==> src/shared/fcd_pkg.sv <==
// Constants for the fabric clock distribution block.
// Assumes one system clock; all users reference names with fcd_pkg::.
package fcd_pkg;
	// Hardwired clock hold-off: edges before the net is enabled
	localparam int unsigned HOLD_EDGES = 3;
	localparam int unsigned HOLD_W     = 2;
	localparam logic [HOLD_W-1:0] HOLD_LIMIT = 2'h3;
	localparam logic [HOLD_W-1:0] HOLD_RESET = 2'h0;

	// Routed global clocks
	localparam int unsigned ROUTED_N = 2;
	localparam int unsigned ROUTED_CLOCK_A = 0;
	localparam int unsigned ROUTED_CLOCK_B = 1;

	// Quadrant clocks, in die order
	localparam int unsigned QUAD_N   = 4;
	localparam int unsigned QUAD_SEL_W = 2;
	localparam int unsigned QUADRANT_CLOCK_BOTTOM_LEFT  = 0;
	localparam int unsigned QUADRANT_CLOCK_BOTTOM_RIGHT = 1;
	localparam int unsigned QUADRANT_CLOCK_TOP_LEFT     = 2;
	localparam int unsigned QUADRANT_CLOCK_TOP_RIGHT    = 3;

	// Pin synchroniser depth
	localparam int unsigned SYNC_STAGES = 3;
endpackage : fcd_pkg

==> src/design/fcd_pin_sync.sv <==
// Three-stage pin synchroniser with agreement filter.
// Assumes asynchronous pin levels; output moves when stages 2 and 3 agree.
`timescale 1ns/1ps
`default_nettype none
module fcd_pin_sync #(
	parameter int unsigned W = 1
) (
	input  wire logic         clk,
	input  wire logic         reset_n,
	input  wire logic [W-1:0] pin_in,
	output logic      [W-1:0] level_out
);
	genvar i;
	generate
		for (i = 0; i < W; i++) begin : g_bit
			logic s1;
			logic s2;
			logic s3;
			wire  agree = (s2 == s3);
			always_ff @(posedge clk or negedge reset_n) begin
				if (!reset_n) begin
					s1           <= 1'b0;
					s2           <= 1'b0;
					s3           <= 1'b0;
					level_out[i] <= 1'b0;
				end else begin
					s1 <= pin_in[i];
					s2 <= s1;
					s3 <= s2;
					if (agree) begin
						level_out[i] <= s3;
					end
				end
			end
		end
	endgenerate
endmodule : fcd_pin_sync
`default_nettype wire

==> src/design/fcd_top.sv <==
// Clock distribution for a programmable logic fabric.
// Assumes test-reset strap pins are static board ties.
`timescale 1ns/1ps
`default_nettype none
module fcd_top #(
	parameter bit LARGE_VARIANT = 1'b1
) (
	// System
	input  wire logic                     CLK_SYS_IN,
	input  wire logic                     RESET_N_IN,
	// Hardwired clock straps and enable
	input  wire logic                     TEST_RESET_RESERVED_IN,
	input  wire logic                     TEST_RESET_PIN_IN,
	output logic                          HARDWIRED_CLOCK_ENABLE_OUT,
	// Routed clocks
	input  wire logic [fcd_pkg::ROUTED_N-1:0] ROUTED_PIN_IN,
	input  wire logic [fcd_pkg::ROUTED_N-1:0] ROUTED_INTERNAL_IN,
	input  wire logic [fcd_pkg::ROUTED_N-1:0] ROUTED_SRC_PIN_IN,
	output logic      [fcd_pkg::ROUTED_N-1:0] ROUTED_CLOCK_OUT,
	output logic      [fcd_pkg::ROUTED_N-1:0] ROUTED_LOGIC_OUT,
	// Quadrant clocks
	input  wire logic [fcd_pkg::QUAD_N-1:0]   QUAD_PIN_IN,
	input  wire logic [fcd_pkg::QUAD_N-1:0]   QUAD_INTERNAL_IN,
	input  wire logic [fcd_pkg::QUAD_N-1:0]   QUAD_SRC_PIN_IN,
	input  wire logic [fcd_pkg::QUAD_N-1:0]   QUAD_CLOCK_USE_IN,
	input  wire logic [fcd_pkg::QUAD_N*fcd_pkg::QUAD_SEL_W-1:0] QUAD_GROUP_IN,
	output logic      [fcd_pkg::QUAD_N-1:0]   QUAD_CLOCK_OUT,
	// Quadrant pins as user I/O
	input  wire logic [fcd_pkg::QUAD_N-1:0]   QUAD_USER_OUT_IN,
	input  wire logic [fcd_pkg::QUAD_N-1:0]   QUAD_USER_OE_IN,
	output logic      [fcd_pkg::QUAD_N-1:0]   QUAD_USER_IN_OUT,
	output logic      [fcd_pkg::QUAD_N-1:0]   QUAD_PIN_OUT,
	output logic      [fcd_pkg::QUAD_N-1:0]   QUAD_PIN_OE_OUT
);
	localparam int unsigned RN = fcd_pkg::ROUTED_N;
	localparam int unsigned QN = fcd_pkg::QUAD_N;
	localparam int unsigned SW = fcd_pkg::QUAD_SEL_W;

	// Synchronised pin levels
	logic [RN+QN-1:0] pin_sync;
	wire  [RN-1:0]    routed_pin = pin_sync[RN-1:0];
	wire  [QN-1:0]    quad_pin   = pin_sync[RN+QN-1:RN];

	fcd_pin_sync #(
		.W (RN + QN)
	) u_sync (
		.clk       (CLK_SYS_IN),
		.reset_n   (RESET_N_IN),
		.pin_in    ({QUAD_PIN_IN, ROUTED_PIN_IN}),
		.level_out (pin_sync)
	);

	// Hardwired clock hold-off
	logic [fcd_pkg::HOLD_W-1:0] hold_cnt;
	logic                       hclk_en;
	wire bypass = TEST_RESET_RESERVED_IN & ~TEST_RESET_PIN_IN;
	wire hold_done = (hold_cnt == fcd_pkg::HOLD_LIMIT);
	wire [fcd_pkg::HOLD_W-1:0] next_hold_cnt =
		hold_done ? hold_cnt : hold_cnt + 2'h1;
	wire next_hclk_en = hclk_en | bypass
		| (next_hold_cnt == fcd_pkg::HOLD_LIMIT);

	always_ff @(posedge CLK_SYS_IN or negedge RESET_N_IN) begin
		if (!RESET_N_IN) begin
			hold_cnt <= fcd_pkg::HOLD_RESET;
			hclk_en  <= 1'b0;
		end else begin
			hold_cnt <= next_hold_cnt;
			hclk_en  <= next_hclk_en;
		end
	end
	// Only an enable leaves: the net reaches register clock selects alone
	assign HARDWIRED_CLOCK_ENABLE_OUT = hclk_en;

	// Routed clocks
	logic [RN-1:0] routed_clk;
	wire  [RN-1:0] next_routed =
		(ROUTED_SRC_PIN_IN & routed_pin)
		| (~ROUTED_SRC_PIN_IN & ROUTED_INTERNAL_IN);

	always_ff @(posedge CLK_SYS_IN or negedge RESET_N_IN) begin
		if (!RESET_N_IN) begin
			routed_clk <= '0;
		end else begin
			routed_clk <= next_routed;
		end
	end
	assign ROUTED_CLOCK_OUT = routed_clk;
	assign ROUTED_LOGIC_OUT = routed_clk;

	// Quadrant sources, grouping and pin reuse
	wire  [QN-1:0] quad_src = (QUAD_SRC_PIN_IN & quad_pin)
		| (~QUAD_SRC_PIN_IN & QUAD_INTERNAL_IN);
	logic [QN-1:0] next_quad;
	logic [QN-1:0] next_pin_oe;
	logic [QN-1:0] quad_clk;
	logic [QN-1:0] pin_out;
	logic [QN-1:0] pin_oe;
	logic [QN-1:0] user_in;

	genvar q;
	generate
		for (q = 0; q < QN; q++) begin : g_quad
			wire [SW-1:0] grp = QUAD_GROUP_IN[q*SW +: SW];
			assign next_quad[q] = LARGE_VARIANT & quad_src[grp];
			assign next_pin_oe[q] = LARGE_VARIANT & ~QUAD_CLOCK_USE_IN[q]
				& QUAD_USER_OE_IN[q];
		end
	endgenerate

	always_ff @(posedge CLK_SYS_IN or negedge RESET_N_IN) begin
		if (!RESET_N_IN) begin
			quad_clk <= '0;
			pin_out  <= '0;
			pin_oe   <= '0;
			user_in  <= '0;
		end else begin
			quad_clk <= next_quad;
			pin_out  <= QUAD_USER_OUT_IN;
			pin_oe   <= next_pin_oe;
			user_in  <= quad_pin & ~QUAD_CLOCK_USE_IN;
		end
	end
	assign QUAD_CLOCK_OUT   = quad_clk;
	assign QUAD_PIN_OUT     = pin_out;
	assign QUAD_PIN_OE_OUT  = pin_oe;
	assign QUAD_USER_IN_OUT = user_in;

	// Last quadrant, to cover the top of the group field
	localparam int unsigned TR = fcd_pkg::QUADRANT_CLOCK_TOP_RIGHT;
endmodule : fcd_top
`default_nettype wire

==> config.mk <==
export PLATFORM = sky130hd
export DESIGN_NAME = fcd_top
export DESIGN_NICKNAME = d
export VERILOG_FILES = /design/src/shared/fcd_pkg.sv /design/src/design/fcd_pin_sync.sv /design/src/design/fcd_top.sv
export SDC_FILE = /design/constraint.sdc
export NUM_CORES = 1
export LEC_CHECK = 0
export ABC_CLOCK_PERIOD_IN_PS = 1600
export BUFFER_PORTS_ARGS = -buffer_cell sky130_fd_sc_hd__buf_2
export CAP_MARGIN = 15
export CORE_UTILIZATION = 45
export CTS_BUF_LIST = sky130_fd_sc_hd__clkbuf_4 sky130_fd_sc_hd__clkbuf_8 sky130_fd_sc_hd__clkbuf_16
export DETAILED_ROUTE_END_ITERATION = 16
export GPL_TIMING_DRIVEN = 1
export PLACE_DENSITY = 0.76
export SLEW_MARGIN = 25
export SYNTH_ARGS = -nofsm -noshare
export SYNTH_HDL_FRONTEND = slang
export SYNTH_SLANG_ARGS = --single-unit
==> constraint.sdc <==
create_clock -name CLK_SYS_IN -period 1.6 [get_ports CLK_SYS_IN]
set_input_delay 0.08 -clock CLK_SYS_IN [delete_from_list [all_inputs] [get_ports CLK_SYS_IN]]
set_output_delay 0.08 -clock CLK_SYS_IN [all_outputs]
set_load 0.1 [all_outputs]
# Word-level counts from Yosys, hierarchy flattened
# Cells that the tools add are included.
[word_totals]
ff_bits = 45
in_bits = 42
output_inout_bits = 21
[classes]
magnitude_cmp = 4
n_addsub = 1
eq_ne = 8
bitwise = 22
muxes = 9
[ops]
columns = ["cell", "n"]
rows = [
  ["AND 4 bit", 3],
  ["less-than comparator 2 x 3 -> 1 bit, second input constant", 4],
  ["binary-select mux 1 bit (select 2 bit)", 4],
  ["NOT 4 bit", 2],
  ["equality test 1 bit", 6],
  ["AND 1 bit", 5],
  ["NOT 1 bit", 5],
  ["AND 2 bit", 2],
  ["equality test 2 bit, second input constant", 2],
  ["2-to-1 mux 1 bit", 4],
  ["bitwise OR 4 bit", 1],
  ["adder 2 x 1 -> 2 bit, second input constant", 1],
  ["2-to-1 mux 2 bit", 1],
  ["NOT 2 bit", 1],
  ["bitwise OR 1 bit", 2],
  ["bitwise OR 2 bit", 1],
]

# Depth between registers and ports, before layout
[logic_depth]
ltp_word = 5
mapped_depth = 2
ltp_nobuf = 2

# Modules after synthesis
# Synthesis repeated with hierarchy kept, for this count alone.
[unflattened]
hier_cells = 76
area_unflattened_um2 = 1456.4
[modules_own_cells]
columns = ["mod", "cells_each", "n_inst", "seq_area_each_um2", "area_per_inst_um2"]
rows = [
  ["fcd_top", 46, 1, 525.5, 788.3],
  ["fcd_pin_sync", 30, 1, 600.6, 668.1],
]

# Worst setup path after synthesis
# Ideal clock, no wire load.
[synth_timing]
path_kind = "reg2out"
startpoint = "register routed_clk[0] (netlist: ROUTED_CLOCK_OUT[0])"
endpoint = "output port ROUTED_LOGIC_OUT[0] in the netlist's numbering"
path_stages_with_launch = 2
t_arrival_ns = 1.324
n_path_buf = 1
path_slack_ns = 0.196
required_ns = 1.520
path_cell_list = "dfrtp_1 buf_4"
[synth_lines]
columns = ["item", "line_no", "text"]
rows = [
  ["start, declared", "fcd_top.sv:76", "logic [RN-1:0] routed_clk;"],
  ["start signal, assigned", "fcd_top.sv:85", "routed_clk <= next_routed;"],
  ["end, declared", "fcd_top.sv:20", "output logic [fcd_pkg::ROUTED_N-1:0] ROUTED_LOGIC_OUT,"],
]
# No word-level cell between the ends.

# Worst setup path after layout
[layout_timing]
startpoint = "register u_sync.level_out[0]"
endpoint = "register routed_clk[0] (netlist: ROUTED_CLOCK_OUT[0])"
[layout_between]
elab_chain_cells = 2
[layout_rtl]
columns = ["item", "line_no", "text"]
rows = [
  ["start, declared", "fcd_pin_sync.sv:11", "output logic [W-1:0] level_out"],
  ["start signal, assigned by index", "fcd_pin_sync.sv:25", "level_out[i] <= 1'b0;"],
  ["start signal, assigned by index", "fcd_pin_sync.sv:31", "level_out[i] <= s3;"],
  ["AND 2 bit", "fcd_top.sv:78", "(ROUTED_SRC_PIN_IN & routed_pin)"],
  ["bitwise OR 2 bit", "fcd_top.sv:79", "| (~ROUTED_SRC_PIN_IN & ROUTED_INTERNAL_IN);"],
  ["named net next_routed[0]", "fcd_top.sv:77", "wire [RN-1:0] next_routed ="],
]
# The timed path passes the listed nets, and every way through them passes these cells.
# A chain may end at the register's enable or synchronous reset.

==> flow_summary_export.csv <==
group,metric,value,unit
status,outcome,"complete, no violations",
critical_path,cp.arrival,1.60,ns
synth,synth_area_leaders,"dfrtp_1 78%, mux4_2 6.2%, maj3_1 4.1%",
timing,finalSetupViolCount,0,
floorplanning,die_x,58.7,um
place,dpl_worst_slack,0.334,ns
grt,grt_pass1_wl,4.71,mm
synth,syn_nets,118,
synth,postSynthAreaPerCell,19.1,sq um
clocking,clock-root-buffer,"clkbuf_4",
grt,top_usage_layer,"met2",
pwr,p_leak,0.00102,uW
place,port_buffers,62,
critical_path,cp.required,1.84,ns
detailed_routing,drt-wirelength-per-cell,12.6,um
timing,tns,0,ns
synth,syn_area,1450,sq um
floorplanning,core_area,3050,sq um
clocking,clk_pin_slew,0.13,ns
grt,grt.met1_usage,24.4,%
synth,synth_compound_area_share,0.345,%
detailed_routing,viasPerCell,4.44,
clocking,post_cts_buffers,0,
timing,fin_skew,0.00874,ns
synth,yosys_warnings,0,
synth,synth-main-ff-cell,"dfrtp_1",
pwr,ir_drop,650,uV
synth,async_flop_share,100,%
grt,use_met2,31.2,%
synth,yosys-top-cells-count,"45 x dfrtp_1, 8 x nor2b_1, 6 x maj3_1, 4 x mux2_4, 4 x mux4_2",
detailed_routing,drt_iter0_drc,25,
timing,hold_viol,0,
timing,rsz0062_at_grt,"false",
critical_path,cp-start-kind,"flop",
grt,antenna_found_initial,0,
layout,area.growth.synth_to_final,47.5,%
floorplanning,rows,20,
critical_path,worstSetupPathType,"flop to flop",
hold_path,hp-class,"input port to flop",
synth,synth.top_cell.area_share,77.7,%
timing,worst_pin_slew,0.546,ns
synth,synth_cell_types,12,
critical_path,worstPathMaxFanout,2,
detailed_routing,firstDrtPassIters,3,
floorplanning,die_h,58.7,um
synth,synth_edf_count,0,
detailed_routing,wirelength,2.73,mm
synth,yosysMostFrequentCell,"dfrtp_1",
layout,layout-drive-gt1-share,47.7,%
clocking,cts_tree,"yes",
synth,synthCells,76,
synth,ys_seq_area_share,77.7,%
detailed_routing,ant_nets,0,
layout,nNetsFinal,213,
layout,fillCellCount,229,
clocking,h-tree-depth,2,
clocking,clock-sinks,45,
timing,max_slew_margin,63.6,%
timing,fin_crit,1.36,ns
detailed_routing,vias,959,
synth,ys_ff_latch,45,
grt,track_usage,19.3,%
synth,synth_xor_xnor_area_share,0,%
grt,met3_usage,5.49,%
synth,synthMuxAreaShare,11.9,%
timing,max_freq,0.734,GHz
pwr,totalPowerFinal,2360,uW
grt,grt_max_degree,46,
detailed_routing,drc,0,
pwr,power_density,1110,nW/um^2
synth,synthAdderAreaFrac,4.15,%
critical_path,r2r_slack,0.24,ns
critical_path,endpoint_kind,"flop",
grt,grt.overflow.total,0,
grt,grt_pass1_vias,1056,
timing,finalWorstSetupSlack,0.237,ns
layout,num_antenna_cells,0,
synth,synth_simple_gate_area_share,4.58,%
clocking,cts_buffers,5,
timing,slew_viol_final,0,
clocking,worstSkewPairLatency,0.34,ns
floorplanning,io_pins,63,
floorplanning,initial_core_util,47.5,%
place,hpwl,1.72,mm
clocking,cts_buffer_depth,2,
run,cap_violations,0,
place,place_congestion,0.843,
floorplanning,dieArea,3450,sq um
timing,fin_crit_sh,85.2,%
synth,synth_top_family_by_area,"multiplexers",
synth,yosysTopAreaCell,"dfrtp_1",
layer usage:
| layer | vias up | share of wire (%) |
|---|---|---|
| li1 | 441 | - |
| met1 | 472 | 40 |
| met2 | 43 | 51 |
| met3 | 3 | 7.8 |
| met4 | 0 | 1.0 |
| met5 | - | 0 |
where the power goes:
group          switching, uW  total, uW  leakage (uW)  internal (uW)
clock                    349        538     0.0000279            189
sequential              28.8       1240      0.000526           1210
combinational            416        586      0.000470            169
total                    795       2360       0.00102           1570
worst paths after layout:
kind                            cells after the start                            end                            start
worst min-delay path                                2    QUAD_CLOCK_OUT[0]$_DFF_PN0_                 QUAD_GROUP_IN[1]
min in group asynchronous                           3   QUAD_PIN_OE_OUT[0]$_DFF_PN0_                       RESET_N_IN
worst max-delay path                                2  ROUTED_CLOCK_OUT[0]$_DFF_PN0_  u_sync.level_out[0]$_DFFE_PN0N_
worst min register to register                      0   u_sync.g_bit[5].s2$_DFF_PN0_     u_sync.g_bit[5].s1$_DFF_PN0_
max in group asynchronous                           3   QUAD_PIN_OE_OUT[2]$_DFF_PN0_                       RESET_N_IN
worst max register to register                      2  ROUTED_CLOCK_OUT[0]$_DFF_PN0_  u_sync.level_out[0]$_DFFE_PN0N_
repair_timing:
item                                   CTS  global route
resized for setup                        0             0
endpoints found under the hold margin   68             0
hold buffers                            27             0
through the flow:
| step | std cells | area (sq um) | hold WS (ns) | utilization, % |
|---|---|---|---|---|
| 6_report | 216 | 2140 | 0.0233 | 70.0 |
| 5_1_grt | 216 | 2140 | 0.000441 | 70.0 |
| 4_1_cts | 216 | 2140 | 0.00243 | 70.0 |
| 3_5_place_dp | 181 | 1810 | 0.188 | 59.2 |
| 3_3_place_gp | 181 | 1810 | 0.175 | 59.2 |
| 2_1_floorplan | 76 | 1450 | -0.216 | - |
worst max-delay path, stage by stage, from the launching register on:
cell and delay (ns):
dfrtp_1 0.42, mux2_2 0.26, dlygate4sd3_1 0.57
kinds of logic after synthesis:
logic type      Yosys count
simple gates             11
buf+inv                   3
compound gates            1
mux                      10
fa+ha+maj                 6
flops                    45
final cells by class:
cell class | instances | area (sq um) | area share (%)
clock buffers | 6 | 45.0 | 2.11
clock inverters | 2 | 15.0 | 0.703
inverters | 1 | 3.75 | 0.176
multi-input cells | 28 | 304 | 14.2
flip-flops and latches | 45 | 1130 | 52.7
well taps | 44 | 55.1 | 2.58
repair buffers | 90 | 588 | 27.5
placed cells by master (no fill, tap or decap):
| cell type | Yosys | final |
|---|---|---|
| nor2b_1 | 8 | 8 |
| or2_2 | 1 | 1 |
| inv_1 | 1 | 1 |
| buf_2 | 0 | 62 |
| nor2_1 | 1 | 1 |
| dfrtp_1 | 45 | 45 |
| nand2b_1 | 1 | 1 |
| o21ai_0 | 1 | 1 |
| clkbuf_4 | 0 | 6 |
| buf_4 | 2 | 1 |
| clkinvlp_4 | 0 | 2 |
| mux2_2 | 2 | 2 |
| dlygate4sd3_1 | 0 | 27 |
| mux2_4 | 4 | 4 |
| maj3_1 | 6 | 6 |
| mux4_2 | 4 | 4 |
state kept, by name, indices dropped and copies added (netlist names):
| signal | count |
|---|---|
| HARDWIRED_CLOCK_ENABLE_OUT | 1 |
| hold_cnt | 2 |
| u_sync.g_bit.s1 | 6 |
| QUAD_CLOCK_OUT | 4 |
| u_sync.g_bit.s2 | 6 |
| u_sync.level_out | 6 |
| QUAD_PIN_OUT | 4 |
| QUAD_USER_IN_OUT | 4 |
| u_sync.g_bit.s3 | 6 |
| ROUTED_CLOCK_OUT | 2 |
| QUAD_PIN_OE_OUT | 4 |
(Power assumes the default switching activity.)
